## src/core/wdt_pkg.sv

```systemverilog
// Constants, types and helpers shared by the watchdog design files
// Behaviour
// - Period selectable 1 to 512 seconds, power-of-two
// - Count down, act on reaching zero
// - Restart reloads full period; software restarts before expiry
// - Expiry gives exactly one action: reset, NMI, IRQ
// - Disabled watchdog never produces an action
package wdt_pkg;
   localparam logic [7:0]  CTRL_OFS     = 8'h00;
   localparam logic [7:0]  RESTART_OFS  = 8'h04;
   localparam logic [7:0]  COUNT_OFS    = 8'h08;
   localparam logic [7:0]  STAT_OFS     = 8'h0c;
   localparam logic [7:0]  CLR_OFS      = 8'h10;
   localparam logic [7:0]  IEN_OFS      = 8'h14;

   localparam int unsigned CLK_PERIOD_NS = 100;
   localparam int unsigned TICK_TIME_NS  = 1_000_000_000;
   localparam int unsigned TICK_CYC      = TICK_TIME_NS / CLK_PERIOD_NS;

   localparam int unsigned CNT_W        = 10;
   localparam logic [3:0]  PERIOD_MAX   = 4'h9;
   localparam int unsigned NUM_LINES    = 11;
   localparam logic [3:0]  LINE_MAX     = 4'ha;
   localparam logic [3:0]  IRQ_LINE [NUM_LINES] = '{4'h3, 4'h4, 4'h5, 4'h6, 4'h7, 4'h9,
                                                    4'ha, 4'hb, 4'hc, 4'he, 4'hf};

   typedef enum logic [1:0] {
      ACT_RESET = 2'b00,
      ACT_NMI   = 2'b01,
      ACT_IRQ   = 2'b10,
      ACT_RSVD  = 2'b11
   } action_t;

   typedef enum logic [1:0] {
      ST_IDLE  = 2'b00,
      ST_RUN   = 2'b01,
      ST_FIRED = 2'b10
   } wdt_state_t;

   // Control word: line index [10:7], action [6:5], period select [4:1], enable [0]
   typedef struct packed {
      logic [3:0] line;
      action_t    action;
      logic [3:0] period;
      logic       en;
   } ctrl_t;

   localparam ctrl_t CTRL_RST = '{line: 4'h0, action: ACT_RESET, period: 4'h0, en: 1'b0};

   typedef struct packed {
      logic [7:0]  addr;
      logic        write;
      logic [31:0] wdata;
   } apb_req_t;

   // Selects above nine stick at the longest period
   function automatic logic [CNT_W-1:0] period_of(input logic [3:0] sel);
      logic [3:0] s;
      s = (sel > PERIOD_MAX) ? PERIOD_MAX : sel;
      return CNT_W'(1) << s;
   endfunction
endpackage

```

## src/core/wdt_tick_gen.sv

```systemverilog
// One-second tick prescaler for the watchdog countdown
`timescale 1ns/1ns
module wdt_tick_gen
   import wdt_pkg::*;
#(
   parameter int unsigned CYCLES = TICK_CYC
) (
   input  wire logic core_clk,  // System clock
   input  wire logic nrst,      // Async reset, active low
   input  wire logic clr,       // Restart the second from zero
   output logic      tick       // One-cycle pulse per second
);
   localparam int unsigned W = $clog2(CYCLES + 1);
   localparam logic [W-1:0] LAST = W'(CYCLES - 1);

   logic [W-1:0] cnt_r, cnt_nxt;
   logic         tick_nxt;

   always_comb begin
      tick_nxt = 1'b0;
      if (clr) begin
         cnt_nxt = '0;
      end else if (cnt_r == LAST) begin
         cnt_nxt  = '0;
         tick_nxt = 1'b1;
      end else begin
         cnt_nxt = cnt_r + W'(1);
      end
   end

   always_ff @(posedge core_clk or negedge nrst) begin
      if (!nrst) begin
         cnt_r <= '0;
         tick  <= 1'b0;
      end else begin
         cnt_r <= cnt_nxt;
         tick  <= tick_nxt;
      end
   end
endmodule

```

## src/core/chipset_watchdog_timer.sv

```systemverilog
// Watchdog countdown with APB registers, timeout actions and interrupt
`timescale 1ns/1ns
module chipset_watchdog_timer
   import wdt_pkg::*;
#(
   parameter int unsigned TICK_CYCLES = TICK_CYC
) (
   input  wire logic        core_clk,    // 10 MHz system clock
   input  wire logic        nrst,        // Async reset, active low
   input  wire logic        psel,        // APB select
   input  wire logic        penable,     // APB access phase
   input  wire logic        pwrite,      // APB direction, high writes
   input  wire logic [7:0]  paddr,       // APB byte address
   input  wire logic [31:0] pwdata,      // APB write data
   output logic      [31:0] prdata,      // APB read data
   output logic             pready,      // APB ready
   output logic             pslverr,     // APB error on unmapped address
   output logic             sys_rst_out, // Timeout system reset request
   output logic             nmi_out,     // Timeout NMI request
   output logic      [15:0] isa_irq,     // Timeout interrupt lines
   output logic             wdt_irq      // Status interrupt, level
);
   apb_req_t       req;
   logic           setup, wr, restart;
   logic           tick, tick_clr;
   ctrl_t          ctrl_r, ctrl_nxt;
   wdt_state_t     st_r, st_nxt;
   logic [CNT_W-1:0] cnt_r, cnt_nxt;
   action_t        act_r, act_nxt;
   logic [3:0]     line_r, line_nxt;
   logic           stat_r, stat_nxt, ien_r, ien_nxt;
   logic [31:0]    prdata_nxt;
   logic           pslverr_nxt;
   logic           rst_nxt, nmi_nxt, irq_nxt;
   logic [15:0]    isa_nxt;

   assign req     = '{addr: paddr, write: pwrite, wdata: pwdata};
   assign setup   = psel && !penable;
   // Zero-wait slave: pready is high from the first edge after reset
   assign wr      = psel && penable && pready && req.write;
   assign restart = wr && (req.addr == RESTART_OFS);

   wdt_tick_gen #(
      .CYCLES (TICK_CYCLES)
   ) u_tick (
      .core_clk (core_clk),
      .nrst     (nrst),
      .clr      (tick_clr),
      .tick     (tick)
   );

   // Registers and bus answers
   always_comb begin
      ctrl_nxt    = ctrl_r;
      ien_nxt     = ien_r;
      prdata_nxt  = prdata;
      pslverr_nxt = 1'b0;
      if (wr && req.addr == CTRL_OFS) begin
         ctrl_nxt = ctrl_t'(req.wdata[10:0]);
      end
      if (wr && req.addr == IEN_OFS) begin
         ien_nxt = req.wdata[0];
      end
      if (setup) begin
         prdata_nxt = 32'h0;
         case (req.addr)
            CTRL_OFS:    prdata_nxt = {21'h0, ctrl_r};
            RESTART_OFS: prdata_nxt = 32'h0;
            COUNT_OFS:   prdata_nxt = {20'h0, st_r, cnt_r};
            STAT_OFS:    prdata_nxt = {31'h0, stat_r};
            CLR_OFS:     prdata_nxt = 32'h0;
            IEN_OFS:     prdata_nxt = {31'h0, ien_r};
            default:     pslverr_nxt = 1'b1;
         endcase
      end else if (psel && penable) begin
         pslverr_nxt = pslverr;
      end
   end

   // Countdown state machine
   always_comb begin
      st_nxt   = st_r;
      cnt_nxt  = cnt_r;
      act_nxt  = act_r;
      line_nxt = line_r;
      tick_clr = 1'b0;
      case (st_r)
         ST_IDLE: begin
            if (ctrl_r.en) begin
               cnt_nxt  = period_of(ctrl_r.period);
               tick_clr = 1'b1;
               st_nxt   = ST_RUN;
            end
         end
         ST_RUN: begin
            if (!ctrl_r.en) begin
               st_nxt = ST_IDLE;
            end else if (restart) begin
               cnt_nxt  = period_of(ctrl_r.period);
               tick_clr = 1'b1;
            end else if (tick) begin
               cnt_nxt = cnt_r - CNT_W'(1);
               if (cnt_r == CNT_W'(1)) begin
                  st_nxt   = ST_FIRED;
                  act_nxt  = ctrl_r.action;  // Latched so one action holds
                  line_nxt = (ctrl_r.line > LINE_MAX) ? LINE_MAX : ctrl_r.line;
               end
            end
         end
         ST_FIRED: begin
            if (!ctrl_r.en) begin
               st_nxt = ST_IDLE;
            end else if (restart) begin
               cnt_nxt  = period_of(ctrl_r.period);
               tick_clr = 1'b1;
               st_nxt   = ST_RUN;
            end
         end
         default: st_nxt = ST_IDLE;
      endcase
   end

   // Action outputs follow the next state so they line up with st_r
   always_comb begin
      rst_nxt = 1'b0;
      nmi_nxt = 1'b0;
      irq_nxt = 1'b0;
      isa_nxt = 16'h0;
      if (st_nxt == ST_FIRED && ctrl_nxt.en) begin
         case (act_nxt)
            ACT_NMI: nmi_nxt = 1'b1;
            ACT_IRQ: irq_nxt = 1'b1;
            default: rst_nxt = 1'b1;
         endcase
      end
      for (int i = 0; i < NUM_LINES; i++) begin
         if (irq_nxt && line_nxt == 4'(i)) begin
            isa_nxt[IRQ_LINE[i]] = 1'b1;
         end
      end
   end

   // Sticky expiry flag; a fresh expiry wins over a clear
   always_comb begin
      stat_nxt = stat_r;
      if (wr && req.addr == CLR_OFS && req.wdata[0]) begin
         stat_nxt = 1'b0;
      end
      if (st_r == ST_RUN && st_nxt == ST_FIRED) begin
         stat_nxt = 1'b1;
      end
   end

   always_ff @(posedge core_clk or negedge nrst) begin
      if (!nrst) begin
         ctrl_r      <= CTRL_RST;
         ien_r       <= 1'b0;
         stat_r      <= 1'b0;
         st_r        <= ST_IDLE;
         cnt_r       <= '0;
         act_r       <= ACT_RESET;
         line_r      <= 4'h0;
         prdata      <= 32'h0;
         pready      <= 1'b0;
         pslverr     <= 1'b0;
         sys_rst_out <= 1'b0;
         nmi_out     <= 1'b0;
         isa_irq     <= 16'h0;
         wdt_irq     <= 1'b0;
      end else begin
         ctrl_r      <= ctrl_nxt;
         ien_r       <= ien_nxt;
         stat_r      <= stat_nxt;
         st_r        <= st_nxt;
         cnt_r       <= cnt_nxt;
         act_r       <= act_nxt;
         line_r      <= line_nxt;
         prdata      <= prdata_nxt;
         pready      <= 1'b1;
         pslverr     <= pslverr_nxt;
         sys_rst_out <= rst_nxt;
         nmi_out     <= nmi_nxt;
         isa_irq     <= isa_nxt;
         wdt_irq     <= stat_nxt && ien_nxt;
      end
   end

   property p_load_period;
      @(posedge core_clk) disable iff (!nrst)
      (st_r == ST_IDLE && ctrl_r.en) |=> (cnt_r == period_of($past(ctrl_r.period)));
   endproperty
   a_load_period: assert property (p_load_period) else $error("period not loaded");

   property p_decrement;
      @(posedge core_clk) disable iff (!nrst)
      (st_r == ST_RUN && ctrl_r.en && !restart && tick && cnt_r > CNT_W'(1))
         |=> (cnt_r == $past(cnt_r) - CNT_W'(1)) && st_r == ST_RUN;
   endproperty
   a_decrement: assert property (p_decrement) else $error("count did not step");

   property p_expire;
      @(posedge core_clk) disable iff (!nrst)
      (st_r == ST_RUN && ctrl_r.en && !restart && tick && cnt_r == CNT_W'(1))
         |=> st_r == ST_FIRED && cnt_r == '0 && stat_r;
   endproperty
   a_expire: assert property (p_expire) else $error("no expiry at zero");

   property p_restart;
      @(posedge core_clk) disable iff (!nrst)
      (restart && ctrl_r.en && st_r != ST_IDLE)
         |=> st_r == ST_RUN && cnt_r == period_of($past(ctrl_r.period)) && !sys_rst_out;
   endproperty
   a_restart: assert property (p_restart) else $error("restart not reloaded");

   property p_one_action;
      @(posedge core_clk) disable iff (!nrst)
      $onehot0({sys_rst_out, nmi_out, isa_irq}) &&
      ((st_r == ST_FIRED && ctrl_r.en) == (sys_rst_out || nmi_out || (|isa_irq)));
   endproperty
   a_one_action: assert property (p_one_action) else $error("action count wrong");

   property p_disabled_quiet;
      @(posedge core_clk) disable iff (!nrst)
      !ctrl_r.en |=> !sys_rst_out && !nmi_out && isa_irq == 16'h0 && st_r == ST_IDLE;
   endproperty
   a_disabled_quiet: assert property (p_disabled_quiet) else $error("action while off");

   property p_tick_only;
      @(posedge core_clk) disable iff (!nrst)
      (st_r == ST_RUN && ctrl_r.en && !restart && !tick) |=> $stable(cnt_r);
   endproperty
   a_tick_only: assert property (p_tick_only) else $error("count moved off tick");

   c_fire_reset: cover property (@(posedge core_clk) disable iff (!nrst) $rose(sys_rst_out));
   c_fire_nmi:   cover property (@(posedge core_clk) disable iff (!nrst) $rose(nmi_out));
   c_fire_irq:   cover property (@(posedge core_clk) disable iff (!nrst) $rose(|isa_irq));
   c_restart:    cover property (@(posedge core_clk) disable iff (!nrst)
                                 restart && st_r == ST_RUN && cnt_r == CNT_W'(1));
endmodule

```

## config.mk

```make
export PLATFORM = sky130hd
export DESIGN_NAME = chipset_watchdog_timer
export DESIGN_NICKNAME = d
export VERILOG_FILES = /design/src/core/wdt_pkg.sv /design/src/core/wdt_tick_gen.sv /design/src/core/chipset_watchdog_timer.sv
export SDC_FILE = /design/constraint.sdc
export NUM_CORES = 1
export LEC_CHECK = 0
export BUFFER_PORTS_ARGS = -buffer_cell sky130_fd_sc_hd__buf_2
export CORE_MARGIN = 5
export CORE_UTILIZATION = 55
export DETAILED_ROUTE_END_ITERATION = 6
export HOLD_SLACK_MARGIN = 0.03
export PLACE_DENSITY = 0.81
export SLEW_MARGIN = 20
export SYNTH_ARGS = -nofsm -noshare
export SYNTH_HDL_FRONTEND = slang
export SYNTH_SLANG_ARGS = --single-unit
```

## constraint.sdc

```tcl
create_clock -name core_clk -period 3.4 [get_ports core_clk]
set_input_delay 0.51 -clock core_clk [delete_from_list [all_inputs] [get_ports core_clk]]
set_output_delay 0.51 -clock core_clk [all_outputs]
set_load 0.005 [all_outputs]
```

==> results of run 1 <==
## cells by family (layout without fill, tap and decap cells)
logic type	count (synthesis)	in the layout	synth area share, %
buffers and inverters	62	89	7.677
adder cells (fa/ha/maj)	9	9	2.486
flip-flops	84	84	46.40
XOR/XNOR	23	23	4.446
other	2	26	0.1658
AO/OA/AOI/OAI	85	85	12.18
AND/OR/NAND/NOR	190	190	22.31
multiplexers	18	18	4.336
## worst reg2reg max path, cell delays in order (launching register included)
cell and delay [ns]:
dfrtp_1 0.45, inv_1 0.12, ha_1 0.35, inv_1 0.14, a31oi_2 0.51, nand3_2 0.19, mux2_1 0.29, ha_1 0.18
nand3_1 0.21, nor4_1 0.35
## flip-flops by register name, summed over array words and instances (netlist names), 2 cells and up
register	flops
act_r	2
st_r	2
prdata	12
ctrl_r	11
cnt_r	10
isa_irq	11
u_tick.cnt_r	24
line_r	4
## stage by stage
step	std cells	hold WS [ns]	setup slack [ns]
final	629	0.1580	0.5166
after detailed placement	613	0.4710	0.5968
after global placement	613	0.4645	0.6410
after floorplan	497	0.2144	0.9177
after CTS	629	0.3517	0.5615
after global routing	629	0.2349	0.3102
## per-layer routing
metal	wire (um)	share of wire [%]
met2	4697	49
met4	153	1.6
met3	621	6.5
met1	4134	43
met5	0	0
## synth_stat cells, drive strengths merged, types with 11 or more instances
cell,instances
dfrtp,84
nor2,48
nand2,36
o21ai,36
buf,35
nor3,19
inv,18
nor4,17
nand3,16
mux2,13
xnor2,13
and3,12
a21oi,11
## power breakdown
group	total, uW	switching, uW	internal [uW]	leakage, uW
clock	698	413	286	0.0000922
combinational	645	426	219	0.00108
sequential	1160	91.0	1070	0.00114
total	2500	930	1570	0.00231
## final cells by class
| cell class | instances | area [sq um] | share of cell area, % |
|---|---|---|---|
| tap | 105 | 131.4 | 2.652 |
| clock inverter | 7 | 66.31 | 1.339 |
| sequential | 84 | 2102 | 42.44 |
| inverter | 18 | 67.56 | 1.364 |
| multi-input combinational | 351 | 2171 | 43.82 |
| clock buffer | 9 | 123.9 | 2.501 |
| timing repair buffer | 55 | 291.5 | 5.885 |
## how the worst max path moves through the flow
stage | cells past startpoint | startpoint | slack (ns) | end
after floorplan | 10 | st_r[1] | 0.92 | isa_irq[12]
after global placement | 9 | st_r[1] | 0.64 | isa_irq[6]
after detailed placement | 9 | st_r[1] | 0.60 | isa_irq[15]
after CTS | 9 | st_r[1] | 0.56 | isa_irq[15]
after global routing | 9 | st_r[1] | 0.31 | isa_irq[6]
final | 9 | st_r[1] | 0.52 | isa_irq[4]
==> run summary, run 1 <==
The total negative slack is 0 ns. The final layout contains routed wiring with a total length of 9606 um. For this design the ratio of total power to cell area is 505.0 nW/um^2. The startpoint of the worst register-to-register path is st_r[1]. The layer flagged by global routing as most heavily used is met2. The number of buffers inserted by port buffering came out at 51.

The share of the clock period used by the worst path is 84.81%. The horizontal die dimension came out at 100.8 um. The instance count of the mapped netlist came out at 473. The share of async-settable or async-resettable flops after synthesis is 100.0%. During I/O placement, the number of pins put on the boundary was 98.

The fraction of final layout cells sized beyond drive strength 1 came out at 16.41%. The insertion delay of the later-clocked pin in the worst-skew pair came out at 0.37 ns. The number of hold buffers added after cts came out at 0.

The die height came out at 100.8 um. The detailed router placed 3,595 vias in this run. The count of warnings emitted by yosys came out at 0. The remaining routing DRC violations is 0. The estimated wirelength of the detail-placed design came out at 6972 um. The count of antenna-violating nets left after detailed routing is 0. Summing all non-filler instances in the final layout gives an area of 4954 sq um. The number of antenna violations at the first check in global routing is 0. Headroom to the max-slew limit came out at 42.86%. The sink count of the clock tree is 84. In the layout the commonest cells are 84 x dfrtp_1, 50 x buf_2, 48 x nor2_1. The TritonCTS clock tree is built.

The pin count of the biggest net entering global routing is 85. The count of endpoints failing setup in the final report came out at 0. The final-report max-slew violation count is 0. The placed standard-cell area came out at 4760 sq um. The clock-pin slew reported for the worst setup and hold paths after clock tree synthesis is 0.10 ns. The placement row count came out at 33. The number of maximum-capacitance constraint violations is 0. The worst-case clock buffer depth came out at 2.

Setup repair after global routing left no endpoint under its margin. The signal on the critical path passes through inv_1 > ha_1 > inv_1 > a31oi_2 > nand3_2 > mux2_1 > ha_1 > nand3_1 > nor4_1. The die covers 10,150 sq um. The layout overhead on the synthesized area is 9.334%. The leakage component of the power came out at 0.002314 uW. The via count of the first global-routing pass is 3,383. The final-report hold violation count is 0.

The logic depth of the worst register-to-register path came out at 9. In this run the register-to-register setup slack is 0.52 ns. STA classifies the critical path startpoint as a flop. Once the clock tree was built, the resizer swapped 0 gates to a different size. The average cell area after synthesis is 9.578 sq um. The average wire per cell in the routed design is 15.27 um. The fill cell instance count of the final layout came out at 692. The initial core utilization came out at 55.70%. The sum of overflow across all layers after global routing is 0. The completed layout was analyzed and its total power is 2502 uW. In the post-synthesis netlist, the biggest area contributors are dfrtp_1 46%, buf_4 4.8%, nor2_1 4.0%.

The first-pass GRT wire length is 15,920 um. Clock tree synthesis selected as its root buffer the cell clkbuf_8. The diode insertion count for antenna repair is 0. The global routing met3 resource utilization came out at 4.152%. The run finished with clean final reports. The largest fanout on the critical path came out at 9. The global routing usage on met1 is 25.93%. The min-delay analysis places its worst path in the category in -> async. The count of flip-flops with a built-in enable after synthesis came out at 0.

In the global route stage, overall resource usage came out at 19.68%. By startpoint and endpoint, the worst setup path is classified as reg -> reg. The TritonCTS buffer count is 9. The number of buffers inserted by post-CTS setup repair came out at 0. The detailed router finished its first iteration with 219 violations. The clock period minus worst slack is 2.883 ns. The highest cell delay on the worst timing path is 0.51 ns. The worst clock skew is 0.01240 ns. The fraction of the core area covered by cells at the end of the flow came out at 60.90%. The weighted congestion reported at the end of routability-driven placement is 0.8924.

The most used flip-flop cell after synthesis is dfrtp_1. The area of the core region is 8134 sq um. The number of buffer and inverter stages on the critical path came out at 2. The final net count came out at 573. The share of synthesized area occupied by flip-flops and latches is 46.40%. Data on the critical path arrives at its endpoint at 3.15 ns. The capturing point of the worst reg2reg path is isa_irq[4]. The number of H-tree levels came out at 3. The first-pass iteration count of the detailed router is 4. The highest achievable clock rate came out at 0.3468 GHz. Leaving out fill and tap cells, the most frequent cell in the layout is dfrtp_1.

The met2 global-route usage is 32.30%. The largest delay contributor family on the critical path is simple AND/OR/NAND/NOR gates. The detailed-route vias per instance is 5.715. The register bit total from synthesis is 84. The cell type with the highest aggregate area in the netlist is dfrtp_1. STA classifies the critical path endpoint as a flop. The mapped cell area is 4531 sq um. The worst ir drop on vdd is 0.0002453 V.

The required time reported for the critical path endpoint came out at 3.67 ns. The slew at the pin closest to its max-slew limit is 0.8514 ns. The share of synthesized area in the top cell type comes to 46.40%. The number of different library cells used by synthesis comes to 62. The cell with the largest stage delay on the worst path is a31oi_2.
No activity file was read; power rests on OpenSTA's default activity.
==> inputs of run 2 (changes only) <==
Settings changed: ABC_AREA set to 1, PLACE_DENSITY 0.81 to 0.8.
Clock period 3.4 ns to 2.73 ns, I/O delays scaled along.
==> run summary, run 2 <==
The average cell area after synthesis is 8.075 sq um (was 9.578 sq um). The placed standard-cell area is 4875 sq um (was 4760 sq um). The fraction of the core area covered by cells at the end of the flow came to 62.41% (was 60.90%). The worst clock skew came out at 0.01001 ns (was 0.01240 ns). The horizontal die dimension came out at 101.6 um (was 100.8 um). The count of pins on the block boundary is 98 (unchanged). The number of flip-flops under the largest register name is 24 (unchanged). The slew at the pin closest to its max-slew limit was 0.7481 ns (was 0.8514 ns). The estimated wirelength of the detail-placed design was 7280 um (was 6972 um). The clock-pin slew reported for the worst setup and hold paths after clock tree synthesis came out at 0.09 ns (was 0.10 ns).

The initial core utilization is 56.40% (was 55.70%). Commonest cells in the netlist: 140 x nand2_1, 84 x dfrtp_1, 74 x inv_1 (was 84 x dfrtp_1, 48 x nor2_1, 36 x nand2_1). The headroom to the max-slew limit is 50.13% (was 42.86%). The placement row count came out at 33 (unchanged). The number of H-tree levels came to 3 (unchanged). The leakage component of the power came out at 0.002683 uW (was 0.002314 uW).

The highest achievable clock rate came out at 0.4230 GHz (was 0.3468 GHz). The first-pass iteration count of the detailed router is 5 (was 4). The number of hold buffers added after cts is 0 (unchanged). The most frequent standard cell in the layout excluding fill and tap cells is nand2_1 (was dfrtp_1). The detailed-route vias per instance is 5.196 (was 5.715). The library cell with the highest instance count after synthesis is nand2_1 (was dfrtp_1).

The count of flip-flops with a built-in enable after synthesis came out at 0 (unchanged). The layout overhead on the synthesized area came out at 10.66% (was 9.334%). The share of the clock period used by the worst path came out at 86.59% (was 84.81%). The largest fanout on the critical path came out at 11 (was 9).

Run status: finished, final reports clean (unchanged). The via count of the routed design came out at 3,824 (was 3,595). The TritonCTS clock tree was built (unchanged). The number of buffers inserted by port buffering came out at 51 (unchanged).

The mapped cell area is 4611 sq um (was 4531 sq um). The insertion delay of the later-clocked pin in the worst-skew pair came to 0.36 ns (was 0.37 ns). The via count of the first global-routing pass came out at 3,720 (was 3,383). The register bank with the most flops is u_tick.cnt_r (unchanged). The worst-case clock buffer depth is 2 (unchanged). The count of warnings emitted by yosys is 0 (unchanged).

The capturing element type of the critical path was a flop (unchanged). The sum of overflow across all layers after global routing is 0 (unchanged). The startpoint kind of the worst setup timing path was a flop (unchanged). The filler-free cell count of the finished design was 736 (was 629). The fraction of final layout cells sized beyond drive strength 1 is 18.86% (was 16.41%).

The number of violations reported at the end of detailed-routing iteration 0 came out at 229 (was 219). The clock period minus worst slack came out at 2.364 ns (was 2.883 ns). Leading cell types in the layout, fill and taps excluded: 140 x nand2_1, 84 x dfrtp_1, 74 x inv_1 (was 84 x dfrtp_1, 50 x buf_2, 48 x nor2_1). The most used flip-flop cell after synthesis was dfrtp_1 (unchanged). The area enclosed by the die boundary came to 10,310 sq um (was 10,150 sq um). The remaining routing DRC violations came to 0 (unchanged). The number of maximum-capacitance constraint violations is 0 (unchanged). The fraction of post-synthesis cell area in the top cell type by area was 45.59% (was 46.40%).

The average wire per cell in the routed design is 13.38 um (was 15.27 um). The post-route cell area is 5102 sq um (was 4954 sq um). The worst min-delay path class was in -> async (unchanged).

The share of async-settable or async-resettable flops after synthesis is 100.0% (unchanged). The placed cell count came out at 720 (was 613). The required time reported for the critical path endpoint came out at 3.01 ns (was 3.67 ns). The total negative slack came out at 0 ns (unchanged). The TritonCTS buffer count was 9 (unchanged). The worst ir drop on vdd is 0.0003166 V (was 0.0002453 V). The total wire length came out at 9850 um (was 9606 um).

The final-report max-slew violation count came out at 0 (unchanged). The weighted congestion reported at the end of routability-driven placement was 0.9345 (was 0.8924). The count of endpoints failing setup in the final report is 0 (unchanged). The diode insertion count for antenna repair came out at 0 (unchanged).

The total power came out at 2811 uW (was 2502 uW). The count of cell types in the netlist came out at 41 (was 62). The type of the worst setup path is reg -> reg (unchanged). The count of antenna-violating nets left after detailed routing is 0 (unchanged). The total routing resource utilization after global routing is 20.12% (was 19.68%). The first-pass GRT wire length is 16,640 um (was 15,920 um). The power density over cell area is 550.9 nW/um^2 (was 505.0 nW/um^2). The cell chosen for the clock root is clkbuf_8 (unchanged). The cell type with the highest aggregate area in the netlist is dfrtp_1 (unchanged). The final net count came out at 680 (was 573).

The number of antenna violations at the first check in global routing was 0 (unchanged). The number of buffers inserted by post-CTS setup repair came out at 0 (unchanged). The post-cts repair resize count is 0 (unchanged).

RSZ-0062 raised after global routing: false (unchanged). The data arrival time at the worst-slack endpoint came out at 2.65 ns (was 3.15 ns). Leading registers by flop count: u_tick.cnt_r x24, prdata x12 (unchanged). The final-report hold violation count came out at 0 (unchanged).

The pin count of the biggest net entering global routing came to 85 (unchanged). The instance count of the mapped netlist came out at 571 (was 473). The share of synthesized area occupied by flip-flops and latches came out at 45.59% (was 46.40%). The area of the core region came out at 8175 sq um (was 8134 sq um). Synth area leaders: dfrtp_1 46%, nand2_1 11%, inv_1 6.0% (was dfrtp_1 46%, buf_4 4.8%, nor2_1 4.0%). The sink count of the clock tree came out at 84 (unchanged).

The die height came out at 101.6 um (was 100.8 um). The register bit total from synthesis came to 84 (unchanged).
==> run 2: area by class of cell <==
cell class	instances	area, sq um
clock buffers	9	123.9
fillers	730	3073
well taps	105	131.4
repair buffers	54	284.0
multi-input cells	397	2058
clock inverters	7	100.1
flip-flops and latches	84	2102
inverters	80	302.8
==> run 2: metal layers <==
metal	wire, um	global-route usage, %
met4	204	7.975
met3	722	3.719
met2	4873	34.00
met1	4049	25.55
met5	0	0
==> run 2: worst paths after layout <==
check,endpoint,slack [ns],cells after the start,start
setup / recovery,isa_irq[6],0.37,11,st_r[1]
hold / removal,prdata[1],0.08,1,nrst
setup reg to reg,isa_irq[6],0.37,11,st_r[1]
hold reg to reg,u_tick.cnt_r[0],0.46,1,u_tick.cnt_r[0]
max in group asynchronous,ctrl_r[0],2.12,1,nrst
min in group core_clk,ctrl_r[3],0.30,3,pwdata[3]
==> run 2: where the power goes <==
group | internal (uW) | switching, uW | total (uW)
clock network | 521 | 468 | 989
registers | 1330 | 82.5 | 1420
logic | 149 | 256 | 405
total | 2000 | 806 | 2810
==> run 2: cells by family after synthesis <==
kind of cell / after synthesis / share of synthesized area, %
buffers and inverters: 114 / 11.72
xor gates and xnor gates: 12 / 2.279
adders and majority gates: 9 / 2.442
AOI/OAI and AO/OA: 74 / 9.526
other: 2 / 0.1629
DFF: 84 / 45.59
and+or+nand+nor: 276 / 28.28
==> run 2: critical path: stages, from the launching register on <==
cell	delay [ns]
dfrtp_1	0.46
inv_1	0.13
ha_1	0.24
nand2_1	0.10
inv_1	0.14
nand3_4	0.15
inv_4	0.14
nand2_1	0.06
o21ai_0	0.12
ha_1	0.21
nand4_2	0.35
nor2_2	0.20
==> run 2: metrics by stage <==
step / hold WS (ns) / setup WS [ns]
after global placement: 0.4411 / 0.4948
after floorplan: 0.1139 / 0.8206
final: 0.07917 / 0.3661
after CTS: 0.2707 / 0.3554
after global routing: 0.1487 / 0.1265
after detailed placement: 0.4455 / 0.3871
